<file path="src/hw/swmc_defs.svh">
// Offsets, field positions and reset values of the serial wire block
`ifndef SWMC_DEFS_SVH
`define SWMC_DEFS_SVH

// ==========================================================
// Register byte offsets
`define SWMC_CTRL_OFS 12'h000
`define SWMC_STAT_OFS 12'h004
`define SWMC_DATA_OFS 12'h008
`define SWMC_PORT_OFS 12'h00C
`define SWMC_IRQ_EN_OFS 12'h010
`define SWMC_IRQ_CLR_OFS 12'h014

// ==========================================================
// Control register fields
`define SWMC_CTRL_TC 0
`define SWMC_CTRL_CLK 1
`define SWMC_CTRL_CS_LO 2
`define SWMC_CTRL_WM_LO 4
`define SWMC_CTRL_OIE 6
`define SWMC_CTRL_SIE 7

// ==========================================================
// Port register fields
`define SWMC_PORT_DO 0
`define SWMC_PORT_SDA 1
`define SWMC_PORT_SCL 2
`define SWMC_DDR_DO 4
`define SWMC_DDR_SDA 5
`define SWMC_DDR_SCL 6

// ==========================================================
// Status bits
`define SWMC_ST_START 0
`define SWMC_ST_OVF 1

// ==========================================================
// Reset values
`define SWMC_CTRL_RST 8'h00
`define SWMC_PORT_RST 8'h00
`define SWMC_DATA_RST 8'h00
`define SWMC_CNT_RST 4'h0

`endif

</file>
<file path="src/hw/swmc_pkg.sv">
// Types shared by the serial wire block
package swmc_pkg;
    typedef enum logic [1:0] {
        SWMC_WM_OFF = 2'h0,
        SWMC_WM_THREE = 2'h1,
        SWMC_WM_TWO = 2'h2,
        SWMC_WM_TWO_HOLD = 2'h3
    } swmc_wire_mode_e;

    typedef enum logic [1:0] {
        SWMC_CS_SOFT = 2'h0,
        SWMC_CS_TIMER = 2'h1,
        SWMC_CS_EXT_POS = 2'h2,
        SWMC_CS_EXT_NEG = 2'h3
    } swmc_clock_src_e;

    typedef enum logic [2:0] {
        SWMC_BUS_IDLE = 3'h1,
        SWMC_BUS_WRITE = 3'h2,
        SWMC_BUS_READ = 3'h4
    } swmc_bus_state_e;
endpackage

</file>
<file path="src/hw/swmc_top.sv">
// Wire-mode and clock-source selection for a universal serial interface
//
// Overview of operation
// - mode zero disables outputs, hold, start detector
// - three-wire: shift output replaces data-out port bit
// - three-wire: data-in and clock pins stay normal
// - two-wire: open-collector drivers gated by direction
// - SDA low when shift MSB or port zero
// - SCL low on port zero or start hold
// - start hold on SCL until flag cleared
// - two-wire disables SDA and SCL pull-ups, inputs unchanged
// - mode three also holds SCL after overflow
// - external clock latches output on opposite edge
// - source zero clocks only on strobe write
// - timer, external edges, counter both edges
// - strobe shifts, counts, reads as zero
// - external source: strobe bit selects counter clock
// - toggle write inverts clock port bit
// - external with strobe bit: toggle counts
// - serial output from shift register MSB
`timescale 1ns/1ps
`include "swmc_defs.svh"

module swmc_top (
    // Clock and reset
    input wire logic ref_clk,
    input wire logic rst,
    // AHB-Lite slave
    input wire logic hsel,
    input wire logic [11:0] haddr,
    input wire logic [1:0] htrans,
    input wire logic hwrite,
    input wire logic [2:0] hsize,
    input wire logic [31:0] hwdata,
    input wire logic hready,
    output logic [31:0] hrdata,
    output logic hreadyout,
    output logic hresp,
    // Timer overflow pulse, same clock
    input wire logic timer_ovf,
    // Data out pin
    input wire logic data_out_pin_in,
    output logic data_out_pin_out,
    output logic data_out_pin_oe,
    output logic data_out_pin_pullup,
    // Data in or SDA pin
    input wire logic serial_data_in_pin_in,
    output logic serial_data_in_pin_out,
    output logic serial_data_in_pin_oe,
    output logic serial_data_in_pin_pullup,
    // Clock or SCL pin
    input wire logic serial_clock_pin_in,
    output logic serial_clock_pin_out,
    output logic serial_clock_pin_oe,
    output logic serial_clock_pin_pullup,
    // Start condition event from the detector outside
    input wire logic start_detect,
    // Interrupt
    output logic irq
);
    import swmc_pkg::*;

    // ==========================================================
    // Pin synchronisers
    logic [2:0] sync1_reg;
    logic [2:0] sync1_next;
    logic [2:0] sync2_reg;
    logic [2:0] sync2_next;
    logic scl_prev_reg;
    logic scl_prev_next;
    logic start_prev_reg;
    logic start_prev_next;

    always_comb
    begin
        sync1_next = {start_detect, serial_clock_pin_in,
                      serial_data_in_pin_in};
        sync2_next = sync1_reg;
        scl_prev_next = sync2_reg[1];
        start_prev_next = sync2_reg[2];
    end

    always_ff @(posedge ref_clk)
    begin
        if (rst)
        begin
            // Idle lines sit high, so no false edge follows reset
            sync1_reg <= 3'h3;
            sync2_reg <= 3'h3;
            scl_prev_reg <= 1'b1;
            start_prev_reg <= 1'b0;
        end
        else
        begin
            sync1_reg <= sync1_next;
            sync2_reg <= sync2_next;
            scl_prev_reg <= scl_prev_next;
            start_prev_reg <= start_prev_next;
        end
    end

    logic din_s;
    logic scl_rise;
    logic scl_fall;
    logic start_evt;
    assign din_s = sync2_reg[0];
    assign scl_rise = sync2_reg[1] & ~scl_prev_reg;
    assign scl_fall = ~sync2_reg[1] & scl_prev_reg;
    assign start_evt = sync2_reg[2] & ~start_prev_reg;

    // ==========================================================
    // AHB-Lite slave, zero wait states
    logic [11:0] a_addr_reg;
    logic [11:0] a_addr_next;
    swmc_bus_state_e bus_reg;
    swmc_bus_state_e bus_next;

    always_comb
    begin
        a_addr_next = a_addr_reg;
        bus_next = SWMC_BUS_IDLE;
        if (hsel && hready && htrans[1])
        begin
            a_addr_next = haddr;
            bus_next = hwrite ? SWMC_BUS_WRITE : SWMC_BUS_READ;
        end
    end

    always_ff @(posedge ref_clk)
    begin
        if (rst)
        begin
            a_addr_reg <= 12'h000;
            bus_reg <= SWMC_BUS_IDLE;
        end
        else
        begin
            a_addr_reg <= a_addr_next;
            bus_reg <= bus_next;
        end
    end

    function automatic logic hit(input logic [11:0] a,
                                 input logic [11:0] ofs);
        hit = (a[11:2] == ofs[11:2]);
    endfunction

    logic wr;
    logic wr_ctrl;
    logic wr_stat;
    logic wr_data;
    logic wr_port;
    logic wr_ien;
    logic wr_clr;
    always_comb
    begin
        wr = 1'b0;
        case (bus_reg)
            SWMC_BUS_WRITE: wr = 1'b1;
            SWMC_BUS_READ: wr = 1'b0;
            SWMC_BUS_IDLE: wr = 1'b0;
            default: wr = 1'b0;
        endcase
    end
    assign wr_ctrl = wr & hit(a_addr_reg, `SWMC_CTRL_OFS);
    assign wr_stat = wr & hit(a_addr_reg, `SWMC_STAT_OFS);
    assign wr_data = wr & hit(a_addr_reg, `SWMC_DATA_OFS);
    assign wr_port = wr & hit(a_addr_reg, `SWMC_PORT_OFS);
    assign wr_ien = wr & hit(a_addr_reg, `SWMC_IRQ_EN_OFS);
    assign wr_clr = wr & hit(a_addr_reg, `SWMC_IRQ_CLR_OFS);

    // ==========================================================
    // Control, port, data, counter and flags
    logic [5:0] ctrl_reg;
    logic [5:0] ctrl_next;
    logic [6:0] port_reg;
    logic [6:0] port_next;
    logic [7:0] shift_reg;
    logic [7:0] shift_next;
    logic [3:0] cnt_reg;
    logic [3:0] cnt_next;
    logic latch_reg;
    logic latch_next;
    logic [1:0] flag_reg;
    logic [1:0] flag_next;
    logic [1:0] ien_reg;
    logic [1:0] ien_next;
    logic din_prev_reg;
    logic din_prev_next;

    swmc_wire_mode_e wmode;
    swmc_clock_src_e csrc;
    logic strobe_sel;
    logic clk_strobe;
    logic tog_strobe;
    logic sh_tick;
    logic cnt_tick;
    logic two_wire;

    assign wmode = swmc_wire_mode_e'(ctrl_reg[`SWMC_CTRL_WM_LO+1 -: 2]);
    assign csrc = swmc_clock_src_e'(ctrl_reg[`SWMC_CTRL_CS_LO+1 -: 2]);
    assign strobe_sel = ctrl_reg[`SWMC_CTRL_CLK];
    assign two_wire = wmode[1];
    assign clk_strobe = wr_ctrl & hwdata[`SWMC_CTRL_CLK];
    assign tog_strobe = wr_ctrl & hwdata[`SWMC_CTRL_TC];

    always_comb
    begin
        sh_tick = 1'b0;
        cnt_tick = 1'b0;
        case (csrc)
            SWMC_CS_SOFT:
            begin
                sh_tick = clk_strobe;
                cnt_tick = clk_strobe;
            end
            SWMC_CS_TIMER:
            begin
                sh_tick = timer_ovf;
                cnt_tick = timer_ovf;
            end
            SWMC_CS_EXT_POS, SWMC_CS_EXT_NEG:
            begin
                sh_tick = (csrc == SWMC_CS_EXT_POS) ? scl_rise : scl_fall;
                cnt_tick = strobe_sel ? tog_strobe : (scl_rise | scl_fall);
            end
            default:
            begin
                sh_tick = 1'b0;
                cnt_tick = 1'b0;
            end
        endcase
    end

    always_comb
    begin
        ctrl_next = ctrl_reg;
        port_next = port_reg;
        shift_next = shift_reg;
        cnt_next = cnt_reg;
        ien_next = ien_reg;
        din_prev_next = din_s;
        if (wr_ctrl)
        begin
            ctrl_next[5:2] = hwdata[5:2];
            ctrl_next[1] = hwdata[`SWMC_CTRL_CLK] & hwdata[3];
            ctrl_next[0] = 1'b0;
        end
        if (wr_port)
            port_next = hwdata[6:0];
        if (tog_strobe)
            port_next[`SWMC_PORT_SCL] = ~port_next[`SWMC_PORT_SCL];
        // A write in the same cycle as a shift wins
        if (wr_data)
            shift_next = hwdata[7:0];
        else if (sh_tick)
            shift_next = {shift_reg[6:0],
                          (csrc == SWMC_CS_SOFT) ? din_prev_reg : din_s};
        if (wr_stat)
            cnt_next = hwdata[3:0];
        else if (cnt_tick)
            cnt_next = cnt_reg + 4'h1;
        if (wr_ien)
            ien_next = hwdata[1:0];
    end

    // latch follows MSB at once, or on opposite edge with external clock
    always_comb
    begin
        latch_next = latch_reg;
        if (!csrc[1])
            latch_next = shift_next[7];
        else if ((csrc == SWMC_CS_EXT_POS) ? scl_fall : scl_rise)
            latch_next = shift_reg[7];
    end

    logic ovf_evt;
    logic start_set;
    assign ovf_evt = cnt_tick & ~wr_stat & (cnt_reg == 4'hF);
    // no start detection in mode zero
    assign start_set = start_evt & two_wire;

    // Set wins over a clear in the same cycle
    always_comb
    begin
        flag_next = flag_reg;
        if (wr_clr)
            flag_next = flag_reg & ~hwdata[1:0];
        if (start_set)
            flag_next[`SWMC_ST_START] = 1'b1;
        if (ovf_evt)
            flag_next[`SWMC_ST_OVF] = 1'b1;
    end

    always_ff @(posedge ref_clk)
    begin
        if (rst)
        begin
            ctrl_reg <= 6'h00;
            port_reg <= 7'h00;
            shift_reg <= `SWMC_DATA_RST;
            cnt_reg <= `SWMC_CNT_RST;
            latch_reg <= 1'b0;
            flag_reg <= 2'h0;
            ien_reg <= 2'h0;
            din_prev_reg <= 1'b0;
        end
        else
        begin
            ctrl_reg <= ctrl_next;
            port_reg <= port_next;
            shift_reg <= shift_next;
            cnt_reg <= cnt_next;
            latch_reg <= latch_next;
            flag_reg <= flag_next;
            ien_reg <= ien_next;
            din_prev_reg <= din_prev_next;
        end
    end

    // ==========================================================
    // Pin drivers
    logic scl_hold;
    logic do_val;
    logic sda_val;
    logic scl_val;
    // overflow hold only in mode three
    assign scl_hold = two_wire & (flag_reg[`SWMC_ST_START] |
        ((wmode == SWMC_WM_TWO_HOLD) & flag_reg[`SWMC_ST_OVF]));
    assign do_val = (wmode == SWMC_WM_THREE) ? latch_reg
                                             : port_reg[`SWMC_PORT_DO];
    assign sda_val = latch_reg & port_reg[`SWMC_PORT_SDA];
    // SCL low on port zero or hold
    assign scl_val = port_reg[`SWMC_PORT_SCL] & ~scl_hold;

    always_comb
    begin
        // mode zero leaves plain port pins
        data_out_pin_out = do_val;
        data_out_pin_oe = port_reg[`SWMC_DDR_DO];
        data_out_pin_pullup = ~port_reg[`SWMC_DDR_DO] &
                              port_reg[`SWMC_PORT_DO];
        serial_data_in_pin_out = port_reg[`SWMC_PORT_SDA];
        serial_data_in_pin_oe = port_reg[`SWMC_DDR_SDA];
        serial_data_in_pin_pullup = ~port_reg[`SWMC_DDR_SDA] &
                                    port_reg[`SWMC_PORT_SDA];
        serial_clock_pin_out = port_reg[`SWMC_PORT_SCL];
        serial_clock_pin_oe = port_reg[`SWMC_DDR_SCL];
        serial_clock_pin_pullup = ~port_reg[`SWMC_DDR_SCL] &
                                  port_reg[`SWMC_PORT_SCL];
        if (two_wire)
        begin
            serial_data_in_pin_out = 1'b0;
            serial_data_in_pin_oe = port_reg[`SWMC_DDR_SDA] & ~sda_val;
            serial_clock_pin_out = 1'b0;
            serial_clock_pin_oe = port_reg[`SWMC_DDR_SCL] & ~scl_val;
            serial_data_in_pin_pullup = 1'b0;
            serial_clock_pin_pullup = 1'b0;
        end
    end

    // ==========================================================
    // Read data and interrupt
    logic [31:0] rdata_reg;
    logic [31:0] rdata_next;
    logic irq_reg;
    logic irq_next;

    always_comb
    begin
        rdata_next = 32'h0000_0000;
        if (hsel && hready && htrans[1] && !hwrite)
        begin
            if (hit(haddr, `SWMC_CTRL_OFS))
                rdata_next = {24'h000000, ien_next[0], ien_next[1],
                              ctrl_next[5:2], 2'b00};
            else if (hit(haddr, `SWMC_STAT_OFS))
                rdata_next = {24'h000000, flag_next[0], flag_next[1],
                              2'b00, cnt_next};
            else if (hit(haddr, `SWMC_DATA_OFS))
                rdata_next = {24'h000000, shift_next};
            else if (hit(haddr, `SWMC_PORT_OFS))
                rdata_next = {25'h0000000, port_next};
            else if (hit(haddr, `SWMC_IRQ_EN_OFS))
                rdata_next = {30'h00000000, ien_next};
            else
                rdata_next = 32'h0000_0000;
        end
        irq_next = |(flag_next & ien_next);
    end

    always_ff @(posedge ref_clk)
    begin
        if (rst)
        begin
            rdata_reg <= 32'h0000_0000;
            irq_reg <= 1'b0;
        end
        else
        begin
            rdata_reg <= rdata_next;
            irq_reg <= irq_next;
        end
    end

    assign hrdata = rdata_reg;
    assign hreadyout = 1'b1;
    assign hresp = 1'b0;
    assign irq = irq_reg;
endmodule

</file>
<file path="config.mk">
export PLATFORM = sky130hd
export DESIGN_NAME = swmc_top
export DESIGN_NICKNAME = d
export VERILOG_FILES = /design/src/hw/swmc_pkg.sv /design/src/hw/swmc_top.sv
export VERILOG_INCLUDE_DIRS = /design/src /design/src/hw
export SDC_FILE = /design/constraint.sdc
export NUM_CORES = 1
export LEC_CHECK = 0
export ABC_CLOCK_PERIOD_IN_PS = 2000
export BUFFER_PORTS_ARGS = -buffer_cell sky130_fd_sc_hd__buf_2
export CORE_AREA = 2 2 82 92
export CTS_CLUSTER_SIZE = 24
export DETAILED_ROUTE_END_ITERATION = 10
export DIE_AREA = 0 0 84 94
export PLACE_DENSITY = 0.8
export SYNTH_ARGS = -nofsm -noshare
export SYNTH_HDL_FRONTEND = slang
export SYNTH_SLANG_ARGS = --single-unit
export TNS_END_PERCENT = 5
</file>
<file path="constraint.sdc">
create_clock -name ref_clk -period 2 [get_ports ref_clk]
set_clock_uncertainty 0.05 [all_clocks]
set_input_delay 0.1 -clock ref_clk [delete_from_list [all_inputs] [get_ports ref_clk]]
set_output_delay 0.1 -clock ref_clk [all_outputs]
set_load 0.01 [all_outputs]
</file>
==> summary.md <==
| Metric | Value |
|---|---|
| Result of the run | `finished, violations left` |
| Violations in the final reports | `negative setup slack` |
| Fin. Hold Viols | `0` |
| GRT Overall Usage | `22.6%` |
| Slack of the critical path | `-0.137 ns` |
| Arrival time worst endpoint | `2.32 ns` |
| Total die area | `7900 sq um` |
| DR WL/cell | `15.5 um` |
| Lkg Pwr | `1.77 nW` |
| Tcrit/Tclk final | `107%` |
| H-tree levels | `3` |
| Worst vdd rail ir drop | `0.000310 V` |
| GP Congestion | `0.924` |
| RSZ-0062 raised after global routing | `yes` |
| CP endpoint kind | `flip-flop` |
| Cell taking the most area after synthesis | `sky130_fd_sc_hd__dfxtp_1` |
| Remaining design rule violation count | `0` |
| Max-slew violation count | `0` |
| Clock tree buffer depth | `2` |
| Number of max-cap violations | `0` |
| Inserted Clock Buffers | `9` |
| Yosys synthesis warning count | `0` |
| Maximum clock rate | `468 MHz` |
| Post-synthesis instance area | `3140 sq um` |
| Sequential element share of the synthesized area | `38.2%` |
| FF+latch count, synth | `60` |
| Class of the tightest hold or removal check | `input port to flip-flop` |
| Main area contributors after synthesis | `sky130_fd_sc_hd__dfxtp_1 38%, sky130_fd_sc_hd__mux2i_1 7.0%, sky130_fd_sc_hd__buf_4 6.4%, sky130_fd_sc_hd__nor2_1 5.4%, sky130_fd_sc_hd__nand2_1 3.6%` |
| Wire length of the first global-routing pass | `13.9 mm` |
| Distinct cell type count after synthesis | `49` |
| Via-per-instance ratio | `5.47` |
| R2R depth | `8` |
| Mapped Cells | `374` |
| Number of global-route vias before repair | `3016` |
| Post-route design area | `4090 sq um` |
| Most instantiated flip-flop cell in the synthesis netlist | `sky130_fd_sc_hd__dfxtp_1` |
| Areal power density over the cells | `616 nW/um^2` |
| DP Worst Slack | `-0.154 ns` |
| Type of the worst setup path | `flip-flop to flip-flop` |
| Die height | `94 um` |
| Total via count after detailed routing | `3051` |
| Clock-pin slew on the worst setup and hold paths | `0.06 ns` |
| Area share of the largest cell type after synthesis | `38.2%` |
| Count of antenna diodes in the layout | `0` |
| Sum of overflow across all layers after global routing | `0` |
| Number of nets in the finished design | `532` |
| Max FO, Critical Path | `7` |
| Number of flip-flops in the largest register | `10` |
| Number of ports placed on the die boundary | `103` |
| Number of enable-type register cells in the synthesized netlist | `0` |
| Proportion of layout cells with a drive suffix above 1 | `29.8%` |
| Worst slew margin | `65.1%` |
| Post-route antenna net violation count | `0` |
| Sort of element at the start of the critical path | `flip-flop` |
| Flop2flop setup slack | `-0.14 ns` |
| DRT Wirelength | `8.66 mm` |
| Top cells by instance count after synthesis | `60 x sky130_fd_sc_hd__dfxtp_1, 45 x sky130_fd_sc_hd__nor2_1, 30 x sky130_fd_sc_hd__nand2_1` |
| Clock insertion delay at the later pin of the skew report | `0.35 ns` |
| Detailed placement HPWL | `5.87 mm` |
| Root Buffer | `sky130_fd_sc_hd__clkbuf_8` |
| Placed standard-cell area | `3620 sq um` |
| Number of search-and-repair iterations in the first detailed-routing pass | `5` |
| Start point of the critical path | `bus_reg[0]` |
| Initial cell density of the core | `45.4%` |
| Critical path required time | `2.19 ns` |
| Filler instances | `621` |
| Number of antenna violations at the first check in global routing | `0` |
| Count of buffers inserted at the top-level ports | `45` |
| Cell with the most instances after synthesis | `sky130_fd_sc_hd__dfxtp_1` |
| Number of clock sinks seen by CTS | `60` |
| Last element of the critical path | `hrdata[7]` |
| Actual transition at the worst max-transition pin | `0.524 ns` |
| Overall Power | `2.52 mW` |
| Layout-stage area growth over the synthesis result | `30.1%` |
| Initial DRC Count | `342` |
| Post-synth ARST share | `0%` |
| Final setup violating endpoints | `14` |
| CTS tree | `built` |
| Crit Reg-Reg Endpoint | `hrdata[7]` |
| Launch instance of the worst register-to-register path | `bus_reg[0]` |
| Die outline width | `84 um` |
| Core region area | `6930 sq um` |
| Minimum period implied by the final worst setup slack | `2.14 ns` |
| Number of cell rows | `32` |
| Pin count of the biggest net entering global routing | `50` |
| Post-synthesis average cell area | `8.40 sq um` |
## report_power, final
| part | leakage (nW) | internal (mW) | total [mW] | switching (mW) |
|---|---|---|---|---|
| logic | 1.19 | 0.0888 | 0.214 | 0.125 |
| registers | 0.485 | 1.21 | 1.22 | 0.0102 |
| clock network | 0.0983 | 0.627 | 1.08 | 0.456 |
## how the worst min path moves through the flow
| stage | start | end | depth (start not counted) |
|---|---|---|---|
| final | hwdata[4] | ctrl_reg[4] | 3 |
| after global routing | hwdata[6] | shift_reg[6] | 3 |
| after CTS | hwdata[4] | ctrl_reg[4] | 3 |
| after detailed placement | serial_data_in_pin_in | sync1_reg[0] | 2 |
| after global placement | serial_data_in_pin_in | sync1_reg[0] | 2 |
| after floorplan | rst | flag_reg[1] | 1 |
## cells in the final DEF (no fill, tap or decap), types with 3 or more instances in the layout
| cell | instances |
|---|---|
| sky130_fd_sc_hd__clkbuf_8 | 11 |
| sky130_fd_sc_hd__o21ai_0 | 8 |
| sky130_fd_sc_hd__a21oi_2 | 3 |
| sky130_fd_sc_hd__nor2b_1 | 15 |
| sky130_fd_sc_hd__nor2_1 | 45 |
| sky130_fd_sc_hd__nand2b_1 | 5 |
| sky130_fd_sc_hd__nand3_1 | 8 |
| sky130_fd_sc_hd__and3_1 | 3 |
| sky130_fd_sc_hd__nand2_1 | 30 |
| sky130_fd_sc_hd__conb_1 | 26 |
| sky130_fd_sc_hd__inv_1 | 10 |
| sky130_fd_sc_hd__mux2i_2 | 3 |
| sky130_fd_sc_hd__o21ai_1 | 3 |
| sky130_fd_sc_hd__mux2i_1 | 16 |
| sky130_fd_sc_hd__a211oi_2 | 3 |
| sky130_fd_sc_hd__a31oi_1 | 4 |
| sky130_fd_sc_hd__mux2_2 | 4 |
| sky130_fd_sc_hd__o22ai_1 | 4 |
| sky130_fd_sc_hd__nand4_1 | 9 |
| sky130_fd_sc_hd__a211oi_1 | 7 |
| sky130_fd_sc_hd__nor3_1 | 9 |
| sky130_fd_sc_hd__dfxtp_1 | 58 |
| sky130_fd_sc_hd__buf_4 | 44 |
| sky130_fd_sc_hd__and3b_1 | 3 |
| sky130_fd_sc_hd__or2_2 | 6 |
| sky130_fd_sc_hd__dlygate4sd3_1 | 13 |
| sky130_fd_sc_hd__nand3b_1 | 3 |
| sky130_fd_sc_hd__a21oi_1 | 19 |
| sky130_fd_sc_hd__mux2i_4 | 3 |
| sky130_fd_sc_hd__o21a_1 | 6 |
| sky130_fd_sc_hd__nor3b_1 | 3 |
| sky130_fd_sc_hd__buf_2 | 45 |
## per-layer routing
metal / GRT usage (%) / vias up / routed length (um)
li1: - / 1459 / -
met1: 24.7 / 1433 / 3480
met2: 40.3 / 133 / 4340
met3: 5.45 / 26 / 557
met4: 12.6 / 0 / 281
met5: 0 / - / 0
## final cells by class
cell class | count | area [sq um] | share of cell area [%]
multi-input combinational | 285 | 1840 | 45.1
sequential | 60 | 1200 | 29.4
timing repair buffer | 104 | 708 | 17.3
clock buffer | 12 | 155 | 3.80
tap | 85 | 106 | 2.60
inverter | 10 | 37.5 | 0.918
clock inverter | 2 | 35.0 | 0.857
## cells by family (layout without fill, tap and decap cells)
logic type,Yosys count,in the layout,synth area share [%]
AO/OA/AOI/OAI,73,73,15.4
XOR/XNOR,2,2,0.557
adder cells (fa/ha/maj),3,3,1.19
buffers and inverters,53,128,9.55
flip-flops,60,60,38.2
multiplexers,27,27,8.80
other,2,26,0.239
AND/OR/NAND/NOR,154,154,26.1
## worst max-delay path, stage by stage (launching register included)
cell and delay [ns]:
sky130_fd_sc_hd__dfxtp_2 0.33, sky130_fd_sc_hd__nor4b_4 0.28, sky130_fd_sc_hd__buf_4 0.18, sky130_fd_sc_hd__nand4_1 0.16, sky130_fd_sc_hd__o21ai_1 0.19, sky130_fd_sc_hd__buf_4 0.21, sky130_fd_sc_hd__mux2i_2 0.25, sky130_fd_sc_hd__nand3_1 0.12
sky130_fd_sc_hd__a32o_2 0.28
## through the flow
stage          util, %  setup TNS, ns  hold slack, ns  std cells
6_report          59.0          -1.13          0.0302        558
5_1_grt           59.0          -2.84          0.0256        558
4_1_cts           58.4         -0.650         0.00521        558
3_5_place_dp      52.3         -0.864           0.234        527
3_3_place_gp      52.3         -0.423           0.233        527
2_1_floorplan        -         -0.157           0.134        398
## repair_timing
action / CTS / global route
hold buffers: 13 / 0
resized for setup: 20 / 8
pin swaps: 9 / 5
buffers inserted: 4 / 0
endpoints found under the hold margin: 13 / 0
endpoints found under the setup margin: 11 / 21
Note: power is estimated with default switching activity, not from simulation.
